===== src/rtl/dwb_consts.svh =====
`ifndef DWB_CONSTS_SVH
`define DWB_CONSTS_SVH
// burst-length field codes
`define DWB_BL_FIXED8 2'b00
`define DWB_BL_OTF 2'b01
`define DWB_BL_CHOP4 2'b10
// address bits with a command meaning
`define DWB_A10 10
`define DWB_A12 12
`define DWB_BEATS_FULL 4'h8
`define DWB_BEATS_CHOP 4'h4
`define DWB_LAST_SLOT 6'h07
`define DWB_CWL_MIN 4'h9
// link clock timing
`define DWB_SYS_NS 20
`define DWB_CK_NS 160
`define DWB_HALF_CYC (`DWB_CK_NS / (2 * `DWB_SYS_NS))
`define DWB_WR_REC 6'h08
`define DWB_CCD_1T 6'h05
`define DWB_CCD_2T 6'h06
// controller register offsets
`define DWB_OFS_CFG 8'h00
`define DWB_OFS_CMD 8'h04
`define DWB_OFS_DAT 8'h08
`define DWB_OFS_STAT 8'h0c
// config fields
`define DWB_CFG_BL 0
`define DWB_CFG_MASK 2
`define DWB_CFG_INV 3
`define DWB_CFG_CRC 4
`define DWB_CFG_PRE2 5
`define DWB_CFG_CWL 8
`define DWB_CFG_AL 12
`define DWB_CFG_CAL 20
`define DWB_CFG_RST 32'h0000_0a00
`define DWB_CMD_BANK 16
`define DWB_DAT_KEEP 8
`define DWB_ST_BUSY 0
`define DWB_ST_ERR 1
`define DWB_ST_CNT 8
`endif


===== src/rtl/dwb_pkg.sv =====
`include "dwb_consts.svh"
package dwb_pkg;
  typedef enum logic [0:0] {
    dwb_d_idle = 1'b0,
    dwb_d_burst = 1'b1
  } dwb_dev_state_type;
  typedef enum logic [2:0] {
    dwb_c_idle = 3'b000,
    dwb_c_sel = 3'b001,
    dwb_c_lat = 3'b010,
    dwb_c_data = 3'b011,
    dwb_c_rec = 3'b100
  } dwb_ctl_state_type;
endpackage


===== src/rtl/dwb_if.sv =====
`timescale 1ns/10ps
`default_nettype none
// one-way write link from controller to memory device
interface dwb_link_if #(parameter int DQ_W = 8, parameter int LANES = 1);
  logic ck;
  logic cs_n;
  logic wr_n;
  logic die_term;
  logic dqs;
  logic [13:0] a;
  logic [1:0] ba;
  logic [DQ_W-1:0] dq;
  logic [LANES-1:0] dm_n;
  modport ctl(output ck, cs_n, wr_n, die_term, dqs, a, ba, dq, dm_n);
  modport dram(input ck, cs_n, wr_n, die_term, dqs, a, ba, dq, dm_n);
endinterface
`default_nettype wire


===== src/rtl/dwb_ctl.sv =====
// Decided for this implementation: register access over Wishbone and the placing of the registers.
`timescale 1ns/10ps
`default_nettype none
`include "dwb_consts.svh"
module dwb_ctl import dwb_pkg::*; #(
  parameter int DQ_W = 8,
  parameter int LANES = 1,
  parameter int DEPTH = 16
) (
  input wire logic i_sys_clk,
  input wire logic i_reset_n,
  input wire logic i_wb_cyc,
  input wire logic i_wb_stb,
  input wire logic i_wb_we,
  input wire logic [7:0] i_wb_adr,
  input wire logic [3:0] i_wb_sel,
  input wire logic [31:0] i_wb_dat,
  output logic [31:0] o_wb_dat,
  output logic o_wb_ack,
  dwb_link_if.ctl link
);
  localparam int FW = DQ_W + LANES;
  localparam logic [2:0] HALF_M1 = 3'(`DWB_HALF_CYC - 1);
  logic [31:0] cfg_r;
  logic [13:0] cmd_a_r;
  logic [1:0] cmd_ba_r;
  logic pend_r;
  logic err_r;
  logic [2:0] div_r;
  logic ck_r;
  logic [5:0] cnt_r;
  logic [3:0] beat_r;
  dwb_ctl_state_type st_r;
  logic req, is_dat, acc, wr_do, full_sel, tick, violate, pop_now;
  logic fifo_rdy, fifo_vld;
  logic [FW-1:0] fifo_q;
  logic [4:0] fifo_cnt;
  logic [1:0] bl;
  logic [5:0] wl, ccd;
  logic [3:0] len, cal;
  // config fields and per-command burst length
  assign bl = cfg_r[`DWB_CFG_BL +: 2];
  assign wl = 6'(cfg_r[`DWB_CFG_AL +: 5]) + 6'(cfg_r[`DWB_CFG_CWL +: 4]);
  assign cal = cfg_r[`DWB_CFG_CAL +: 4];
  assign len = (bl == `DWB_BL_CHOP4 || (bl == `DWB_BL_OTF && !cmd_a_r[`DWB_A12])) ?
    `DWB_BEATS_CHOP : `DWB_BEATS_FULL;
  assign ccd = cfg_r[`DWB_CFG_PRE2] ? `DWB_CCD_2T : `DWB_CCD_1T;
  // illegal settings refuse the command
  assign violate = (cfg_r[`DWB_CFG_PRE2] && cfg_r[`DWB_CFG_CWL +: 4] <= `DWB_CWL_MIN)
    || (cfg_r[`DWB_CFG_MASK] && cfg_r[`DWB_CFG_INV]);
  // bus slave decode; data writes stall while the fifo is full
  assign full_sel = i_wb_sel == 4'hf;
  assign req = i_wb_cyc & i_wb_stb & !o_wb_ack;
  assign is_dat = req & i_wb_we & (i_wb_adr == `DWB_OFS_DAT);
  assign acc = req & (!is_dat | fifo_rdy);
  assign wr_do = acc & i_wb_we & full_sel;
  assign tick = (div_r == HALF_M1) & ck_r;
  assign pop_now = tick & ((st_r == dwb_c_lat && cnt_r + 6'h01 == wl) ||
    (st_r == dwb_c_data && beat_r != len));
  dwb_fifo #(.W(FW), .DEPTH(DEPTH), .AW(4)) u_fifo (
    .i_sys_clk(i_sys_clk),
    .i_reset_n(i_reset_n),
    .i_in_valid(is_dat & full_sel),
    .o_in_ready(fifo_rdy),
    .i_in_data({i_wb_dat[`DWB_DAT_KEEP +: LANES], i_wb_dat[DQ_W-1:0]}),
    .o_out_valid(fifo_vld),
    .i_out_ready(pop_now),
    .o_out_data(fifo_q),
    .o_count(fifo_cnt)
  );
  // acknowledge and read data
  always_ff @(posedge i_sys_clk or negedge i_reset_n) begin
    if (!i_reset_n) begin
      o_wb_ack <= 1'b0;
      o_wb_dat <= '0;
    end else begin
      o_wb_ack <= acc;
      if (acc) begin
        case (i_wb_adr)
          `DWB_OFS_CFG: o_wb_dat <= cfg_r;
          `DWB_OFS_STAT: o_wb_dat <= {19'h0, fifo_cnt, 6'h0, err_r, pend_r | (st_r != dwb_c_idle)};
          default: o_wb_dat <= '0;
        endcase
      end
    end
  end
  // config, pending command and sticky error; set wins over clear
  always_ff @(posedge i_sys_clk or negedge i_reset_n) begin
    if (!i_reset_n) begin
      cfg_r <= `DWB_CFG_RST;
      cmd_a_r <= '0;
      cmd_ba_r <= '0;
      pend_r <= 1'b0;
      err_r <= 1'b0;
    end else begin
      if (wr_do && i_wb_adr == `DWB_OFS_CFG) cfg_r <= i_wb_dat;
      if (wr_do && i_wb_adr == `DWB_OFS_STAT && i_wb_dat[`DWB_ST_ERR]) err_r <= 1'b0;
      if (wr_do && i_wb_adr == `DWB_OFS_CMD && !pend_r && st_r == dwb_c_idle) begin
        if (violate) begin
          err_r <= 1'b1;
        end else begin
          pend_r <= 1'b1;
          cmd_a_r <= i_wb_dat[13:0];
          cmd_ba_r <= i_wb_dat[`DWB_CMD_BANK +: 2];
        end
      end
      if (tick && st_r == dwb_c_idle && pend_r && fifo_cnt >= 5'(len)) pend_r <= 1'b0;
    end
  end
  // link clock divider
  always_ff @(posedge i_sys_clk or negedge i_reset_n) begin
    if (!i_reset_n) begin
      div_r <= '0;
      ck_r <= 1'b0;
    end else begin
      div_r <= (div_r == HALF_M1) ? 3'h0 : div_r + 3'h1;
      if (div_r == HALF_M1) ck_r <= !ck_r;
    end
  end
  // link engine; every change lands on a falling link clock edge
  always_ff @(posedge i_sys_clk or negedge i_reset_n) begin
    if (!i_reset_n) begin
      st_r <= dwb_c_idle;
      cnt_r <= '0;
      beat_r <= '0;
      link.cs_n <= 1'b1;
      link.wr_n <= 1'b1;
      link.die_term <= 1'b0;
      link.dqs <= 1'b0;
      link.a <= '0;
      link.ba <= '0;
      link.dq <= '0;
      link.dm_n <= '1;
    end else if (tick) begin
      case (st_r)
        dwb_c_idle: begin
          if (pend_r && fifo_cnt >= 5'(len)) begin
            link.cs_n <= 1'b0;
            cnt_r <= '0;
            if (cal == 4'h0) begin
              link.wr_n <= 1'b0;
              link.die_term <= 1'b1;
              link.a <= cmd_a_r;
              link.ba <= cmd_ba_r;
              st_r <= dwb_c_lat;
            end else begin
              st_r <= dwb_c_sel;
            end
          end
        end
        dwb_c_sel: begin
          link.cs_n <= 1'b1;
          cnt_r <= cnt_r + 6'h01;
          if (cnt_r + 6'h01 == 6'(cal)) begin
            link.wr_n <= 1'b0;
            link.die_term <= 1'b1;
            link.a <= cmd_a_r;
            link.ba <= cmd_ba_r;
            cnt_r <= '0;
            st_r <= dwb_c_lat;
          end
        end
        dwb_c_lat: begin
          link.cs_n <= 1'b1;
          link.wr_n <= 1'b1;
          link.die_term <= 1'b0;
          cnt_r <= cnt_r + 6'h01;
          if (cnt_r + 6'h01 == wl) begin
            link.dqs <= 1'b1;
            {link.dm_n, link.dq} <= fifo_q;
            beat_r <= 4'h1;
            st_r <= dwb_c_data;
          end
        end
        dwb_c_data: begin
          if (beat_r == len) begin
            link.dqs <= 1'b0;
            cnt_r <= '0;
            st_r <= dwb_c_rec;
          end else begin
            {link.dm_n, link.dq} <= fifo_q;
            beat_r <= beat_r + 4'h1;
          end
        end
        dwb_c_rec: begin
          cnt_r <= cnt_r + 6'h01;
          if (cnt_r + 6'h01 >= `DWB_WR_REC && cnt_r + 6'h01 >= ccd) st_r <= dwb_c_idle;
        end
        default: st_r <= dwb_c_idle;
      endcase
    end
  end
  assign link.ck = ck_r;
endmodule
`default_nettype wire


===== src/rtl/dwb_fifo.sv =====
`timescale 1ns/10ps
`default_nettype none
module dwb_fifo #(
  parameter int W = 9,
  parameter int DEPTH = 16,
  parameter int AW = 4
) (
  input wire logic i_sys_clk,
  input wire logic i_reset_n,
  input wire logic i_in_valid,
  output logic o_in_ready,
  input wire logic [W-1:0] i_in_data,
  output logic o_out_valid,
  input wire logic i_out_ready,
  output logic [W-1:0] o_out_data,
  output logic [AW:0] o_count
);
  logic [W-1:0] mem_r [DEPTH];
  logic [AW-1:0] wp_r;
  logic [AW-1:0] rp_r;
  logic [AW:0] cnt_r;
  logic push;
  logic pop;
  // depth must be a power of two so the pointers wrap by themselves
  assign o_in_ready = cnt_r != (AW+1)'(DEPTH); // full only at DEPTH words
  assign o_out_valid = cnt_r != '0;
  assign o_out_data = mem_r[rp_r];
  assign o_count = cnt_r;
  assign push = i_in_valid & o_in_ready;
  assign pop = o_out_valid & i_out_ready;
  // storage
  always_ff @(posedge i_sys_clk) begin
    if (push) begin
      mem_r[wp_r] <= i_in_data;
    end
  end
  // pointers and fill level
  always_ff @(posedge i_sys_clk or negedge i_reset_n) begin
    if (!i_reset_n) begin
      wp_r <= '0;
      rp_r <= '0;
      cnt_r <= '0;
    end else begin
      if (push) wp_r <= wp_r + 1'b1;
      if (pop) rp_r <= rp_r + 1'b1;
      cnt_r <= cnt_r + (AW+1)'(push) - (AW+1)'(pop);
    end
  end
endmodule
`default_nettype wire


===== src/flat_wrapper.sv =====
// flat-port wrapper written by rule: the top's interface ports become plain ports
module dwb_ctl_flat import dwb_pkg::*;
#(
  parameter int DQ_W = 8,
  parameter int LANES = 1,
  parameter int DEPTH = 16
)
  (i_sys_clk, i_reset_n, i_wb_cyc, i_wb_stb, i_wb_we, i_wb_adr, i_wb_sel, i_wb_dat, o_wb_dat, o_wb_ack, link_ck, link_cs_n, link_wr_n, link_die_term, link_dqs, link_a, link_ba, link_dq, link_dm_n);
  dwb_link_if #(.DQ_W(DQ_W), .LANES(LANES)) link_i ();
  input wire logic i_sys_clk;
  input wire logic i_reset_n;
  input wire logic i_wb_cyc;
  input wire logic i_wb_stb;
  input wire logic i_wb_we;
  input wire logic [7:0] i_wb_adr;
  input wire logic [3:0] i_wb_sel;
  input wire logic [31:0] i_wb_dat;
  output logic [31:0] o_wb_dat;
  output logic o_wb_ack;
  output wire logic [$bits(link_i.ck)-1:0] link_ck;
  output wire logic [$bits(link_i.cs_n)-1:0] link_cs_n;
  output wire logic [$bits(link_i.wr_n)-1:0] link_wr_n;
  output wire logic [$bits(link_i.die_term)-1:0] link_die_term;
  output wire logic [$bits(link_i.dqs)-1:0] link_dqs;
  output wire logic [$bits(link_i.a)-1:0] link_a;
  output wire logic [$bits(link_i.ba)-1:0] link_ba;
  output wire logic [$bits(link_i.dq)-1:0] link_dq;
  output wire logic [$bits(link_i.dm_n)-1:0] link_dm_n;
  assign link_ck = link_i.ck;
  assign link_cs_n = link_i.cs_n;
  assign link_wr_n = link_i.wr_n;
  assign link_die_term = link_i.die_term;
  assign link_dqs = link_i.dqs;
  assign link_a = link_i.a;
  assign link_ba = link_i.ba;
  assign link_dq = link_i.dq;
  assign link_dm_n = link_i.dm_n;
  dwb_ctl #(.DQ_W(DQ_W), .LANES(LANES), .DEPTH(DEPTH)) u_core (.i_sys_clk(i_sys_clk), .i_reset_n(i_reset_n), .i_wb_cyc(i_wb_cyc), .i_wb_stb(i_wb_stb), .i_wb_we(i_wb_we), .i_wb_adr(i_wb_adr), .i_wb_sel(i_wb_sel), .i_wb_dat(i_wb_dat), .o_wb_dat(o_wb_dat), .o_wb_ack(o_wb_ack), .link(link_i));
endmodule

===== config.mk =====
export PLATFORM = sky130hd
export DESIGN_NAME = dwb_ctl_flat
export DESIGN_NICKNAME = d
export VERILOG_FILES = /design/src/rtl/dwb_pkg.sv /design/src/rtl/dwb_if.sv /design/src/rtl/dwb_ctl.sv /design/src/rtl/dwb_fifo.sv /design/src/flat_wrapper.sv
export VERILOG_INCLUDE_DIRS = /design/src /design/src/rtl
export SDC_FILE = /design/constraint.sdc
export NUM_CORES = 1
export LEC_CHECK = 0
export ABC_AREA = 1
export BUFFER_PORTS_ARGS = -buffer_cell sky130_fd_sc_hd__buf_2
export CORE_UTILIZATION = 38
export DETAILED_ROUTE_END_ITERATION = 6
export GPL_TIMING_DRIVEN = 0
export MAX_ROUTING_LAYER = met4
export SETUP_SLACK_MARGIN = 0.02
export SLEW_MARGIN = 25
export SYNTH_ARGS = -nofsm -noshare
export SYNTH_HDL_FRONTEND = slang
export SYNTH_SLANG_ARGS = --single-unit

===== constraint.sdc =====
create_clock -name i_sys_clk -period 3.65 [get_ports i_sys_clk]
set_input_delay 0.73 -clock i_sys_clk [delete_from_list [all_inputs] [get_ports i_sys_clk]]
set_output_delay 0.73 -clock i_sys_clk [all_outputs]
set_load 0.02 [all_outputs]

==> results.toml, run 1 <==
[status]
status = "completed"

[cells_and_area]
area_growth_syn_to_layout_pct = 17.6
finalCoreUtilization_pct = 45.3
nets = 1435
layout-drive-gt1-share_pct = 16.6

[grt]
globalRouteTotalUtil_pct = 20.2
grt_pass1_wl_mm = 50.6
globalRoute.totalOverflow = 0
grt_start_max_net_pins = 85
antenna_found_initial = 1
grt_pass1_vias = 8888

[worst_setup_path]
timing.critical_path.from_type = "flop"
path_max_fanout = 5
worst_r2r_startpoint = "u_core.cfg_r[9]$_DFFE_PN1P_"
worst-endpoint-required_ns = 4.13
critPathLaunch = "u_core.cfg_r[9]$_DFFE_PN1P_"
category_of_the_most_critical_setup_path = "flop to flop"
ff2ff_setup_slack_ns = 0.27
critPathArrivalTime_ns = 3.86
cp-end-kind = "flop"

[clocking]
hold_buffers = 0
cts_root_buffer = "sky130_fd_sc_hd__clkbuf_16"
tritoncts.num_buffers = 30
htree_levels = 1
tritoncts_clock_tree = "yes"
clk_transition_reported_paths_ns = 0.06
cts.path.max_buffers = 3
worst_skew_pair.late_latency_ns = 0.55
numClockSinks = 286

[floorplanning]
starting_density_pct = 38.5
die_area_mm2 = 0.0336
die_x_um = 183
fp-row-count = 66
core_area_mm2 = 0.0325
i_o_pin_count = 112
dieHeight_um = 183

[synthesis]
commonest_register_cell_after_synthesis = "sky130_fd_sc_hd__edfxtp_1"
post_synth_main_area_contributors = "sky130_fd_sc_hd__edfxtp_1 (35%), sky130_fd_sc_hd__dfrtp_1 (27%), sky130_fd_sc_hd__nand2_1 (8.0%), sky130_fd_sc_hd__o21ai_0 (4.8%), sky130_fd_sc_hd__nor2_1 (3.8%)"
total_standard_cell_area_after_synthesis_mm2 = 0.0125
synth-edff-count = 144
yosys_register_bits = 286
synth_top_cell_by_area = "sky130_fd_sc_hd__edfxtp_1"
synth_fp_nets = 1287
post_synth_fa_ha_maj_area_fraction_pct = 2.52
seq_area_frac_synth_pct = 63.1
synthMuxAreaShare_pct = 0
post_synth_xor_area_fraction_pct = 0.981
syn-mean-instance-area_um2 = 10.3
synth_simple_gate_area_share_pct = 16.5
yosys.cell_types.count = 42
synth-async-reset-ratio_pct = 49.7
synth_top_area_share_pct = 34.6
postSynthCellCount = 1214
share_of_the_synthesized_area_in_compound_gates_ao_oa_aoi_oai_pct = 11.8
synth_top_family_by_area = "simple AND/OR/NAND/NOR gates"
count_of_warnings_emitted_by_yosys = 0

[route]
avgRoutedWirePerCell_um = 17.7
post_drt_via_cell_ratio = 5.05
route.vias.total = 9229
detail_route.drc_violations = 0
drt.antenna.violating_nets = 0
detail_route.iter0.violations = 745
drt-total-wl_mm = 32.3
drt_pass1_iterations = 6

[placement]
post-dp-hpwl_mm = 22.3
place_worst_setup_slack_ns = -0.0342
io_buffers = 111
gpl.final_weighted_congestion = 0.872

[min_path]
hold_path_class = "input pin to asynchronous set/reset pin"

[timing]
fin_ws_ns = 0.266
final.period_utilization_pct = 92.7
fin_skew_ns = 0.00904
timing_hold_violations_final = 0
rsz0062_at_grt = "no"
timing.max_slew.rel_slack_pct = 31.9
setup_viol = 0
transition_time_at_the_pin_with_the_least_slew_margin_ns = 1.02
timing.final.max_slew_violations = 0
layout_min_cycle_time_ns = 3.38
achievable-frequency_mhz = 295
final.setup.tns_ns = 0

[pwr]
vdd_drop_max_v = 0.000405
power.leakage_uw = 0.00628
power_per_cell_area_mw_per_mm2 = 448
power.total_uw = 6580

[job]
maxCapViolCount = 0
path summary, 6_finish.rpt:
| path | cells past startpoint | end |
|---|---|---|
| worst min register to register | 1 | u_core.div_r[0]$_DFF_PN0_ |
| min in group i_sys_clk | 3 | u_core.cfg_r[29]$_DFFE_PN0P_ |
| worst min-delay path | 1 | u_core.link.ck$_DFFE_PN0P_ |
| worst max register to register | 17 | u_core.u_fifo.o_count[4]$_DFF_PN0_ |
| worst max-delay path | 17 | u_core.u_fifo.o_count[4]$_DFF_PN0_ |
| max in group asynchronous | 2 | u_core.link.a[6]$_DFFE_PN0P_ |
cell families after synthesis:
family	Yosys count
compound gates	236
fa+ha+maj	24
buf+inv	161
simple gates	493
xor+xnor	14
flops	286
power breakdown:
| part | internal, uW | total [uW] | switching [uW] |
|---|---|---|---|
| Clock | 1790 | 3040 | 1250 |
| Sequential | 3400 | 3400 | 4.70 |
| Combinational | 35.3 | 141 | 106 |
| Total | 5220 | 6580 | 1360 |
per-stage QoR:
step	hold slack (ns)	area (um2)	std cells
floorplan	0.409	12500	1214
global placement	0.421	13600	1767
detailed placement	0.428	13600	1768
CTS	0.108	14600	1824
global route	0.128	14700	1829
finish	0.0903	14700	1829
Yosys cell counts, types with 2 or more instances:
library cell,n
sky130_fd_sc_hd__nor2_2,7
sky130_fd_sc_hd__o21ai_0,119
sky130_fd_sc_hd__nand2_4,2
sky130_fd_sc_hd__inv_1,103
sky130_fd_sc_hd__buf_1,2
sky130_fd_sc_hd__nand2_1,267
sky130_fd_sc_hd__edfxtp_1,144
sky130_fd_sc_hd__clkbuf_1,30
sky130_fd_sc_hd__dfrtp_1,137
sky130_fd_sc_hd__o21ai_2,7
sky130_fd_sc_hd__nand2_2,8
sky130_fd_sc_hd__o31ai_1,6
sky130_fd_sc_hd__inv_2,6
sky130_fd_sc_hd__nor3_1,3
sky130_fd_sc_hd__clkinv_1,2
sky130_fd_sc_hd__buf_2,15
sky130_fd_sc_hd__o221ai_1,36
sky130_fd_sc_hd__dfstp_2,5
sky130_fd_sc_hd__fa_1,2
sky130_fd_sc_hd__ha_1,22
sky130_fd_sc_hd__xnor2_1,5
sky130_fd_sc_hd__xor2_1,9
sky130_fd_sc_hd__o22ai_1,5
sky130_fd_sc_hd__or2_2,3
sky130_fd_sc_hd__o21bai_1,36
sky130_fd_sc_hd__buf_6,2
sky130_fd_sc_hd__nand4_1,13
sky130_fd_sc_hd__a21oi_1,10
sky130_fd_sc_hd__nor2_1,125
sky130_fd_sc_hd__nand3_1,60
sky130_fd_sc_hd__o21ai_1,11
sky130_fd_sc_hd__a21boi_0,2
area by class of cell:
cell class / instances / area [um2]
tap: 442 / 553
antenna: 1 / 2.50
clock buffer: 39 / 815
inverter: 111 / 417
buffer: 50 / 225
sequential: 286 / 7880
fill: 3079 / 17800
multi-input combinational: 767 / 4000
timing repair buffer: 116 / 623
clock inverter: 17 / 179
metal layers:
metal,up-vias,part of all wire (%),global-route usage [%]
met5,-,0,-
li1,4418,-,-
met4,0,2.1,5.27
met3,54,6.0,2.32
met1,4453,46,28.8
met2,304,46,30.9
critical path, cell delays in order, from the launching register on:
cell and delay, ns:
sky130_fd_sc_hd__dfstp_2 0.58, sky130_fd_sc_hd__inv_1 0.10, sky130_fd_sc_hd__fa_1 0.46, sky130_fd_sc_hd__xor2_1 0.24, sky130_fd_sc_hd__nand2b_1 0.14, sky130_fd_sc_hd__nand3_1 0.10
sky130_fd_sc_hd__nor2_4 0.16, sky130_fd_sc_hd__nand2_2 0.08, sky130_fd_sc_hd__nand2_4 0.10, sky130_fd_sc_hd__nand3_4 0.09, sky130_fd_sc_hd__inv_1 0.11, sky130_fd_sc_hd__ha_1 0.23
sky130_fd_sc_hd__inv_1 0.05, sky130_fd_sc_hd__ha_1 0.15, sky130_fd_sc_hd__inv_1 0.05, sky130_fd_sc_hd__fa_2 0.36, sky130_fd_sc_hd__o21ai_2 0.16, sky130_fd_sc_hd__xor2_1 0.15
registers in the layout (all words and copies together), names as in the netlist, 5 cells and up:
name,count
u_core.u_fifo.o_count,5
u_core.link.a,14
u_core.cmd_a_r,14
u_core.o_wb_dat,32
u_core.cfg_r,32
u_core.cnt_r,6
u_core.link.dq,8
u_core.u_fifo.mem_r,144
layout by cell type, fill, tap and decap left out, drive strengths merged, types with 5 or more instances in the layout:
| master | n |
|---|---|
| edfxtp | 144 |
| nand4 | 14 |
| o22ai | 5 |
| o31ai | 6 |
| clkbuf | 69 |
| dfrtp | 137 |
| dfstp | 5 |
| a21oi | 11 |
| xnor2 | 5 |
| o21bai | 36 |
| nand2 | 277 |
| ha | 22 |
| xor2 | 9 |
| clkinv | 13 |
| o221ai | 36 |
| nand3 | 61 |
| buf | 136 |
| nor2 | 133 |
| o21ai | 137 |
| inv | 109 |
what timing repair did:
item / CTS / global route
gates cloned: 0 / 0
endpoints found under the setup margin: 1 / 2
buffers inserted: 0 / 4
gates resized for setup: 2 / 5
Power figures use the tool's default switching activity.
==> run 2: changes to the inputs <==
- CELL_PAD_IN_SITES_DETAIL_PLACEMENT: unset -> 1
- CELL_PAD_IN_SITES_GLOBAL_PLACEMENT: unset -> 2
- CORE_ASPECT_RATIO: unset -> 1.4
- PLACE_DENSITY_LB_ADDON: unset -> 0.1
- SYNTH_HIERARCHICAL: unset -> 1
==> results.toml, run 2 <==
[worst_setup_path]
worst-endpoint-required_ns = 4.09
path_max_fanout = 10
worst_r2r_path_depth = 22
ff2ff_setup_slack_ns = 0.24
critPathArrivalTime_ns = 3.85
reg2reg_to = "u_core/u_fifo/o_count[4]$_DFF_PN0_"
path_depth = 22
path_cells = "ha_4 -> inv_2 -> fa_2 -> nand3b_1 -> nand3_1 -> nand3_1 -> nand2_2 -> nor2_2 -> nand2_2 -> nand2_4 -> nand2_8 -> inv_4 -> buf_12 -> nand2_8 -> inv_4 -> ha_4 -> inv_2 -> ha_4 -> fa_2 -> nand3_1 -> nand2_1 -> xor2_1"
critPathLaunch = "u_core/cfg_r[12]$_DFFE_PN0P_"
cp-end-kind = "flop"
timing.critical_path.buf_inv = 5
setup.worst_path.end = "u_core/u_fifo/o_count[4]$_DFF_PN0_"
worst_r2r_startpoint = "u_core/cfg_r[12]$_DFFE_PN0P_"
slowest_stage = "sky130_fd_sc_hd__dfrtp_1"
timing.critical_path.slowest_cell_delay_ns = 0.41
category_of_the_most_critical_setup_path = "flop to flop"
path_delay_family = "adder cells"
timing.critical_path.from_type = "flop"

[pwr]
power_per_cell_area_mw_per_mm2 = 427
vdd_drop_max_v = 0.000323
p_int_uw = 5100
pwr-share-seq_pct = 52.5
pwr-share-clk_pct = 45.1
power.net_switching_uw = 1380
net_switching_share_of_the_total_power_pct = 21.3
power.leakage_uw = 0.00702
power.combinational.fraction_pct = 2.3

[clocking]
htree_levels = 1
cts.path.max_buffers = 3
cts_root_buffer = "sky130_fd_sc_hd__clkbuf_16"
hold_buffers = 0
worst_skew_pair.late_latency_ns = 0.56
tritoncts_clock_tree = "yes"
tritoncts.num_buffers = 30
numClockSinks = 286
clk_transition_reported_paths_ns = 0.06

[route]
detail_route.iter0.violations = 397
post_drt_via_cell_ratio = 4.82
route.vias.total = 9705
drt.antenna.violating_nets = 0
drt_pass1_iterations = 4
drt-total-wl_mm = 37.4
detail_route.drc_violations = 0
avgRoutedWirePerCell_um = 18.6

[synthesis]
post_synth_main_area_contributors = "sky130_fd_sc_hd__edfxtp_1 (33%), sky130_fd_sc_hd__dfrtp_1 (26%), sky130_fd_sc_hd__nand2_1 (14%), sky130_fd_sc_hd__inv_1 (4.3%), sky130_fd_sc_hd__nand3_1 (3.9%)"
count_of_warnings_emitted_by_yosys = 6
synth_top_area_share_pct = 33.3
synth_top_cell_by_area = "sky130_fd_sc_hd__edfxtp_1"
yosys.cell_types.count = 45
syn-mean-instance-area_um2 = 9.30
synth-edff-count = 144
seq_area_frac_synth_pct = 60.7
yosys_register_bits = 286
postSynthCellCount = 1395
synth.cells.most_frequent = "sky130_fd_sc_hd__nand2_1 (500), sky130_fd_sc_hd__inv_1 (147), sky130_fd_sc_hd__edfxtp_1 (144)"
total_standard_cell_area_after_synthesis_mm2 = 0.0130
commonest_register_cell_after_synthesis = "sky130_fd_sc_hd__edfxtp_1"
synth-async-reset-ratio_pct = 49.7
synth.most_common_cell = "sky130_fd_sc_hd__nand2_1"
synth_fp_nets = 1468

[placement]
gpl.final_weighted_congestion = 0.807
io_buffers = 111
dpl_cell_area_mm2 = 0.0141
post-dp-hpwl_mm = 26.8
placed_cells_incl_taps = 1952

[cells_and_area]
final_cell_mix = "sky130_fd_sc_hd__nand2_1 (497), sky130_fd_sc_hd__edfxtp_1 (144), sky130_fd_sc_hd__inv_1 (143)"
largest_register_ffs = 144
most_frequent_standard_cell_in_the_layout_excluding_fill_and_tap_cells = "sky130_fd_sc_hd__nand2_1"
number_of_filler_cells_placed_in_the_layout = 3956
layout-drive-gt1-share_pct = 15.6
area_growth_syn_to_layout_pct = 16.8
antenna_cells = 0
nets = 1616
layout.cells.non_filler = 2012
sequential_cell_area_in_the_final_layout_mm2 = 0.00788
reg_top3 = "u_core/u_fifo/mem_r x144, u_core/cfg_r x32, u_core/o_wb_dat x32"
regMostFlops = "u_core/u_fifo/mem_r"
area_of_the_multi_input_gates_mm2 = 0.00427
finish.instance_area_mm2 = 0.0152

[timing]
timing_hold_violations_final = 0
timing.final.max_slew_violations = 0
achievable-frequency_mhz = 293
timing.max_slew.rel_slack_pct = 33.6
final.period_utilization_pct = 93.5
rsz0062_at_grt = "no"
setup_viol = 0
layout_min_cycle_time_ns = 3.41
transition_time_at_the_pin_with_the_least_slew_margin_ns = 0.992
fin_skew_ns = 0.0106

[grt]
grt_pass1_vias = 10443
globalRoute.totalOverflow = 0
antenna_found_initial = 0
grt_pass1_wl_mm = 58.3
grt_start_max_net_pins = 74
globalRouteTotalUtil_pct = 23.2

[floorplanning]
i_o_pin_count = 112
die_area_mm2 = 0.0349
core_area_mm2 = 0.0334
starting_density_pct = 38.8
fp-row-count = 79
die_x_um = 158
dieHeight_um = 221

[min_path]
hold_path_class = "input pin to asynchronous set/reset pin"

[job]
maxCapViolCount = 0

[status]
status = "completed"
==> run 2: cell count changes in the layout (fill, tap and decap cells not counted), moves of 15 or more <==
cell / before / now
sky130_fd_sc_hd__o21bai_1: 36 / 3
sky130_fd_sc_hd__nor2_1: 124 / 103
sky130_fd_sc_hd__nand2_1: 267 / 497
sky130_fd_sc_hd__o21ai_0: 118 / 66
sky130_fd_sc_hd__clkbuf_1: 36 / 21
sky130_fd_sc_hd__nand3_1: 59 / 102
sky130_fd_sc_hd__inv_1: 103 / 143
sky130_fd_sc_hd__o221ai_1: 36 / 0
==> run 2: logic make-up (layout without fill, tap and decap cells) <==
| group | after synthesis | in the layout | synth area share (%) |
|---|---|---|---|
| AO/OA/AOI/OAI | 119 | 119 | 5.12 |
| AND/OR/NAND/NOR | 744 | 744 | 23.7 |
| flip-flops | 286 | 286 | 60.7 |
| adder cells (fa/ha/maj) | 24 | 24 | 2.43 |
| buffers and inverters | 206 | 378 | 6.91 |
| XOR/XNOR | 16 | 16 | 1.08 |
==> run 2: power groups by stage <==
| stage | Clock [uW] | Sequential (uW) | Combinational, uW |
|---|---|---|---|
| detailed placement | 0 | 3470 | 159 |
| global placement | 0 | 3470 | 151 |
| floorplan | 0 | 3470 | 23.8 |
| global route | 3120 | 3400 | 169 |
| finish | 2920 | 3400 | 152 |
| CTS | 3010 | 3400 | 159 |
==> run 2: worst min path at each step <==
stage                               from                          endpoint
2_1_floorplan  u_core/div_r[0]$_DFF_PN0_         u_core/div_r[0]$_DFF_PN0_
3_3_place_gp   u_core/div_r[0]$_DFF_PN0_         u_core/div_r[0]$_DFF_PN0_
3_5_place_dp   u_core/div_r[0]$_DFF_PN0_         u_core/div_r[0]$_DFF_PN0_
5_1_grt                        i_reset_n         u_core/div_r[0]$_DFF_PN0_
4_1_cts                        i_reset_n  u_core/link.die_term$_DFFE_PN0P_
6_report                       i_reset_n         u_core/div_r[0]$_DFF_PN0_
==> run 2: area by class of cell <==
class	instances	share of cell area, %
Inverter	157	3.92
Timing Repair Buffer	116	4.11
Tap cell	445	3.67
Clock inverter	13	0.586
Clock buffer	43	5.55
Multi-Input combinational cell	903	28.2
Sequential cell	286	52.0
Buffer	49	2.01
==> run 2: stage by stage <==
stage | power, uW | hold slack (ns) | utilization (%) | setup WS [ns] | TNS, ns
5_1_grt | 6690 | 0.160 | 45.4 | 0.0272 | 0
2_1_floorplan | 3500 | 0.408 | - | 0.271 | 0
3_5_place_dp | 3630 | 0.432 | 42.3 | -0.262 | -0.402
3_3_place_gp | 3620 | 0.418 | 42.2 | -0.448 | -58.52
4_1_cts | 6570 | 0.143 | 45.2 | 0.0282 | 0
6_report | 6480 | 0.137 | 45.4 | 0.239 | 0
==> run 2: repair_timing <==
action,in CTS,in global routing
pin swaps,0,9
endpoints found under the setup margin,4,3
buffers inserted,1,3
resized for setup,6,12
==> run 2: routing by layer <==
| metal | GRT usage [%] | wire length (um) | vias to the layer above |
|---|---|---|---|
| met5 | - | 0 | - |
| met2 | 43.8 | 20800 | 135 |
| li1 | - | - | 4754 |
| met4 | 8.40 | 1210 | 0 |
| met1 | 24.3 | 14200 | 4761 |
| met3 | 2.76 | 1200 | 55 |
==> run 3: changes to the inputs <==
- ABC_AREA: 1 -> 0
==> results.toml, run 3 <==
[timing]
layout_min_cycle_time_ns = 3.43
timing.final.max_slew_violations = 0
timing.max_slew.rel_slack_pct = 35.4
fin_ws_ns = 0.218
achievable-frequency_mhz = 291
timing.hold.ws_ns = 0.116
transition_time_at_the_pin_with_the_least_slew_margin_ns = 0.968
final.period_utilization_pct = 94.0
fin_skew_ns = 0.0158
rsz0062_at_grt = "no"
timing_hold_violations_final = 0
setup_viol = 0

[synthesis]
syn-mean-instance-area_um2 = 14.5
synth_top_family_by_area = "multiplexers"
synth_top_cell_by_area = "sky130_fd_sc_hd__edfxtp_1"
share_of_the_synthesized_area_in_compound_gates_ao_oa_aoi_oai_pct = 5.72
synth_simple_gate_area_share_pct = 9.01
synth_fp_nets = 924
synthMuxAreaShare_pct = 13.6
post_synth_fa_ha_maj_area_fraction_pct = 2.56
synth-async-reset-ratio_pct = 49.7
synth-edff-count = 144
seq_area_frac_synth_pct = 64.1
yosys.cell_types.count = 72
synth.cells.most_frequent = "sky130_fd_sc_hd__edfxtp_1 (144), sky130_fd_sc_hd__dfrtp_1 (137), sky130_fd_sc_hd__nand2_1 (87)"
synth.most_common_cell = "sky130_fd_sc_hd__edfxtp_1"
commonest_register_cell_after_synthesis = "sky130_fd_sc_hd__edfxtp_1"
synth_top_area_share_pct = 35.2
total_standard_cell_area_after_synthesis_mm2 = 0.0123
post_synth_xor_area_fraction_pct = 2.21
count_of_warnings_emitted_by_yosys = 6
yosys_register_bits = 286
postSynthCellCount = 851
post_synth_main_area_contributors = "sky130_fd_sc_hd__edfxtp_1 (35%), sky130_fd_sc_hd__dfrtp_1 (28%), sky130_fd_sc_hd__mux2_2 (5.7%), sky130_fd_sc_hd__mux4_2 (3.3%), sky130_fd_sc_hd__mux2i_1 (3.1%)"

[worst_setup_path]
cp-end-kind = "flop"
timing.critical_path.from_type = "flop"
critPathArrivalTime_ns = 3.92
category_of_the_most_critical_setup_path = "flop to flop"
worst-endpoint-required_ns = 4.13
path_delay_family = "adder cells"
path_cells = "inv_1 -> fa_2 -> nor2b_1 -> o21ai_1 -> and3_1 -> o211a_4 -> a31oi_4 -> buf_8 -> inv_1 -> and2_4 -> ha_4 -> inv_2 -> ha_4 -> fa_2 -> a21oi_2 -> nor2_1 -> nor2_1 -> xnor2_1"
path_max_fanout = 2
slowest_stage = "sky130_fd_sc_hd__dfstp_2"
timing.critical_path.buf_inv = 4
timing.critical_path.slowest_cell_delay_ns = 0.54

[floorplanning]
die_x_um = 154
die_area_mm2 = 0.0331
core_area_mm2 = 0.0317
i_o_pin_count = 112
dieHeight_um = 215
starting_density_pct = 38.8
fp-row-count = 77

[job]
maxCapViolCount = 0

[clocking]
tritoncts_clock_tree = "yes"
hold_buffers = 0
numClockSinks = 286
worst_skew_pair.late_latency_ns = 0.57
htree_levels = 1
tritoncts.num_buffers = 30
clk_transition_reported_paths_ns = 0.07
cts.path.max_buffers = 3
cts_root_buffer = "sky130_fd_sc_hd__clkbuf_16"

[status]
status = "completed"

[route]
avgRoutedWirePerCell_um = 21.5
drt.antenna.violating_nets = 0
drt-total-wl_mm = 30.7
detail_route.iter0.violations = 283
drt_pass1_iterations = 4
post_drt_via_cell_ratio = 5.20
route.vias.total = 7419
detail_route.drc_violations = 0

[grt]
grt_pass1_vias = 8275
grt_pass1_wl_mm = 48.9
antenna_found_initial = 1
globalRouteTotalUtil_pct = 20.0
globalRoute.totalOverflow = 0
grt_start_max_net_pins = 76

[placement]
post-dp-hpwl_mm = 21.7
io_buffers = 111
place_worst_setup_slack_ns = -0.494
placed_cells_incl_taps = 1362
gpl.final_weighted_congestion = 0.811

[cells_and_area]
most_frequent_standard_cell_in_the_layout_excluding_fill_and_tap_cells = "sky130_fd_sc_hd__edfxtp_1"
area_growth_syn_to_layout_pct = 18.1
layout.cells.non_filler = 1427
reg_top3 = "u_core/u_fifo/mem_r x144, u_core/cfg_r x32, u_core/o_wb_dat x32"
finalCoreUtilization_pct = 45.8
largest_register_ffs = 144
final_cell_mix = "sky130_fd_sc_hd__edfxtp_1 (144), sky130_fd_sc_hd__dfrtp_1 (137), sky130_fd_sc_hd__buf_2 (122)"
nets = 1080
regMostFlops = "u_core/u_fifo/mem_r"
layout-drive-gt1-share_pct = 31.3

[pwr]
vdd_drop_max_v = 0.000312
power.leakage_uw = 0.00620
power.total_uw = 6700
power_per_cell_area_mw_per_mm2 = 461

[min_path]
hold_path_class = "input pin to asynchronous set/reset pin"
-- run 3: cell types whose count changed after synthesis, moves of 25 or more --
| cell | delta |
|---|---|
| sky130_fd_sc_hd__mux2i_1 | +38 |
| sky130_fd_sc_hd__nand2_1 | -413 |
| sky130_fd_sc_hd__o21ai_0 | -46 |
| sky130_fd_sc_hd__inv_1 | -124 |
| sky130_fd_sc_hd__nand3_1 | -63 |
| sky130_fd_sc_hd__mux2_2 | +62 |
| sky130_fd_sc_hd__nor2_1 | -67 |
| sky130_fd_sc_hd__a221oi_1 | +25 |
-- run 3: worst register-to-register path, cell delays in order (launching register included) --
cell and delay [ns]:
sky130_fd_sc_hd__dfstp_2 0.54, sky130_fd_sc_hd__inv_1 0.06, sky130_fd_sc_hd__fa_2 0.39, sky130_fd_sc_hd__nor2b_1 0.12, sky130_fd_sc_hd__o21ai_1 0.08, sky130_fd_sc_hd__and3_1 0.19, sky130_fd_sc_hd__o211a_4 0.27, sky130_fd_sc_hd__a31oi_4 0.17
sky130_fd_sc_hd__buf_8 0.13, sky130_fd_sc_hd__inv_1 0.03, sky130_fd_sc_hd__and2_4 0.14, sky130_fd_sc_hd__ha_4 0.26, sky130_fd_sc_hd__inv_2 0.04, sky130_fd_sc_hd__ha_4 0.15, sky130_fd_sc_hd__fa_2 0.34, sky130_fd_sc_hd__a21oi_2 0.13
sky130_fd_sc_hd__nor2_1 0.05, sky130_fd_sc_hd__nor2_1 0.12, sky130_fd_sc_hd__xnor2_1 0.13
-- run 3: what timing repair did --
action	4_1_cts	5_1_grt
setup endpoints to repair	4	1
setup buffers	8	1
resized for setup	13	0
hold endpoints to repair	0	0
gates cloned	0	0
pin swaps	10	9
-- run 3: per-layer routing --
| metal | part of all wire, % | track usage [%] | vias up |
|---|---|---|---|
| li1 | - | - | 3450 |
| met1 | 39 | 22.1 | 3789 |
| met2 | 53 | 36.0 | 132 |
| met3 | 4.0 | 3.17 | 48 |
| met4 | 3.3 | 7.43 | 0 |
| met5 | 0 | - | - |
-- run 3: worst paths after layout --
path / startpoint / to / slack (ns) / cells past startpoint
worst max-delay path: u_core/cfg_r[9]$_DFFE_PN1P_ / u_core/u_fifo/o_count[4]$_DFF_PN0_ / 0.22 / 18
worst min-delay path: i_reset_n / u_core/st_r[1]$_DFFE_PN0P_ / 0.12 / 1
worst max register to register: u_core/cfg_r[9]$_DFFE_PN1P_ / u_core/u_fifo/o_count[4]$_DFF_PN0_ / 0.22 / 18
worst min register to register: u_core/div_r[0]$_DFF_PN0_ / u_core/div_r[0]$_DFF_PN0_ / 0.44 / 1
max in group asynchronous: i_reset_n / u_core/o_wb_dat[3]$_DFFE_PN0N_ / 2.74 / 2
min in group i_sys_clk: i_wb_dat[27] / u_core/cfg_r[27]$_DFFE_PN0P_ / 0.40 / 2
-- run 3: area by class of cell --
class	count	area, um2
diodes	1	2.50
plain buffers	39	231
clock buffers	41	833
clock inverters	15	148
fillers	3233	17200
inverters	27	101
multi-input cells	498	4150
flip-flops and latches	286	7880
well taps	395	494
repair buffers	125	681
-- run 3: where the power goes --
group | total, uW | leakage (uW) | internal (uW) | switching, uW
logic | 202 | 0.00250 | 57.0 | 145
registers | 3420 | 0.00322 | 3410 | 11.9
clock network | 3080 | 0.000484 | 1800 | 1280
total | 6700 | 0.00620 | 5270 | 1430
-- run 3: kinds of logic after synthesis --
logic type                 after synthesis
DFF                                    286
and+or+nand+nor                        223
muxes                                  131
AOI/OAI and AO/OA                       94
buffers and inverters                   67
xor gates and xnor gates                26
adders and majority gates               24
-- run 3: through the flow --
stage / setup TNS, ns / cell area (um2)
2_1_floorplan: 0 / 12300
3_3_place_gp: -76.35 / 13400
3_5_place_dp: -1.09 / 13400
4_1_cts: 0 / 14500
5_1_grt: 0 / 14500
6_report: 0 / 14500
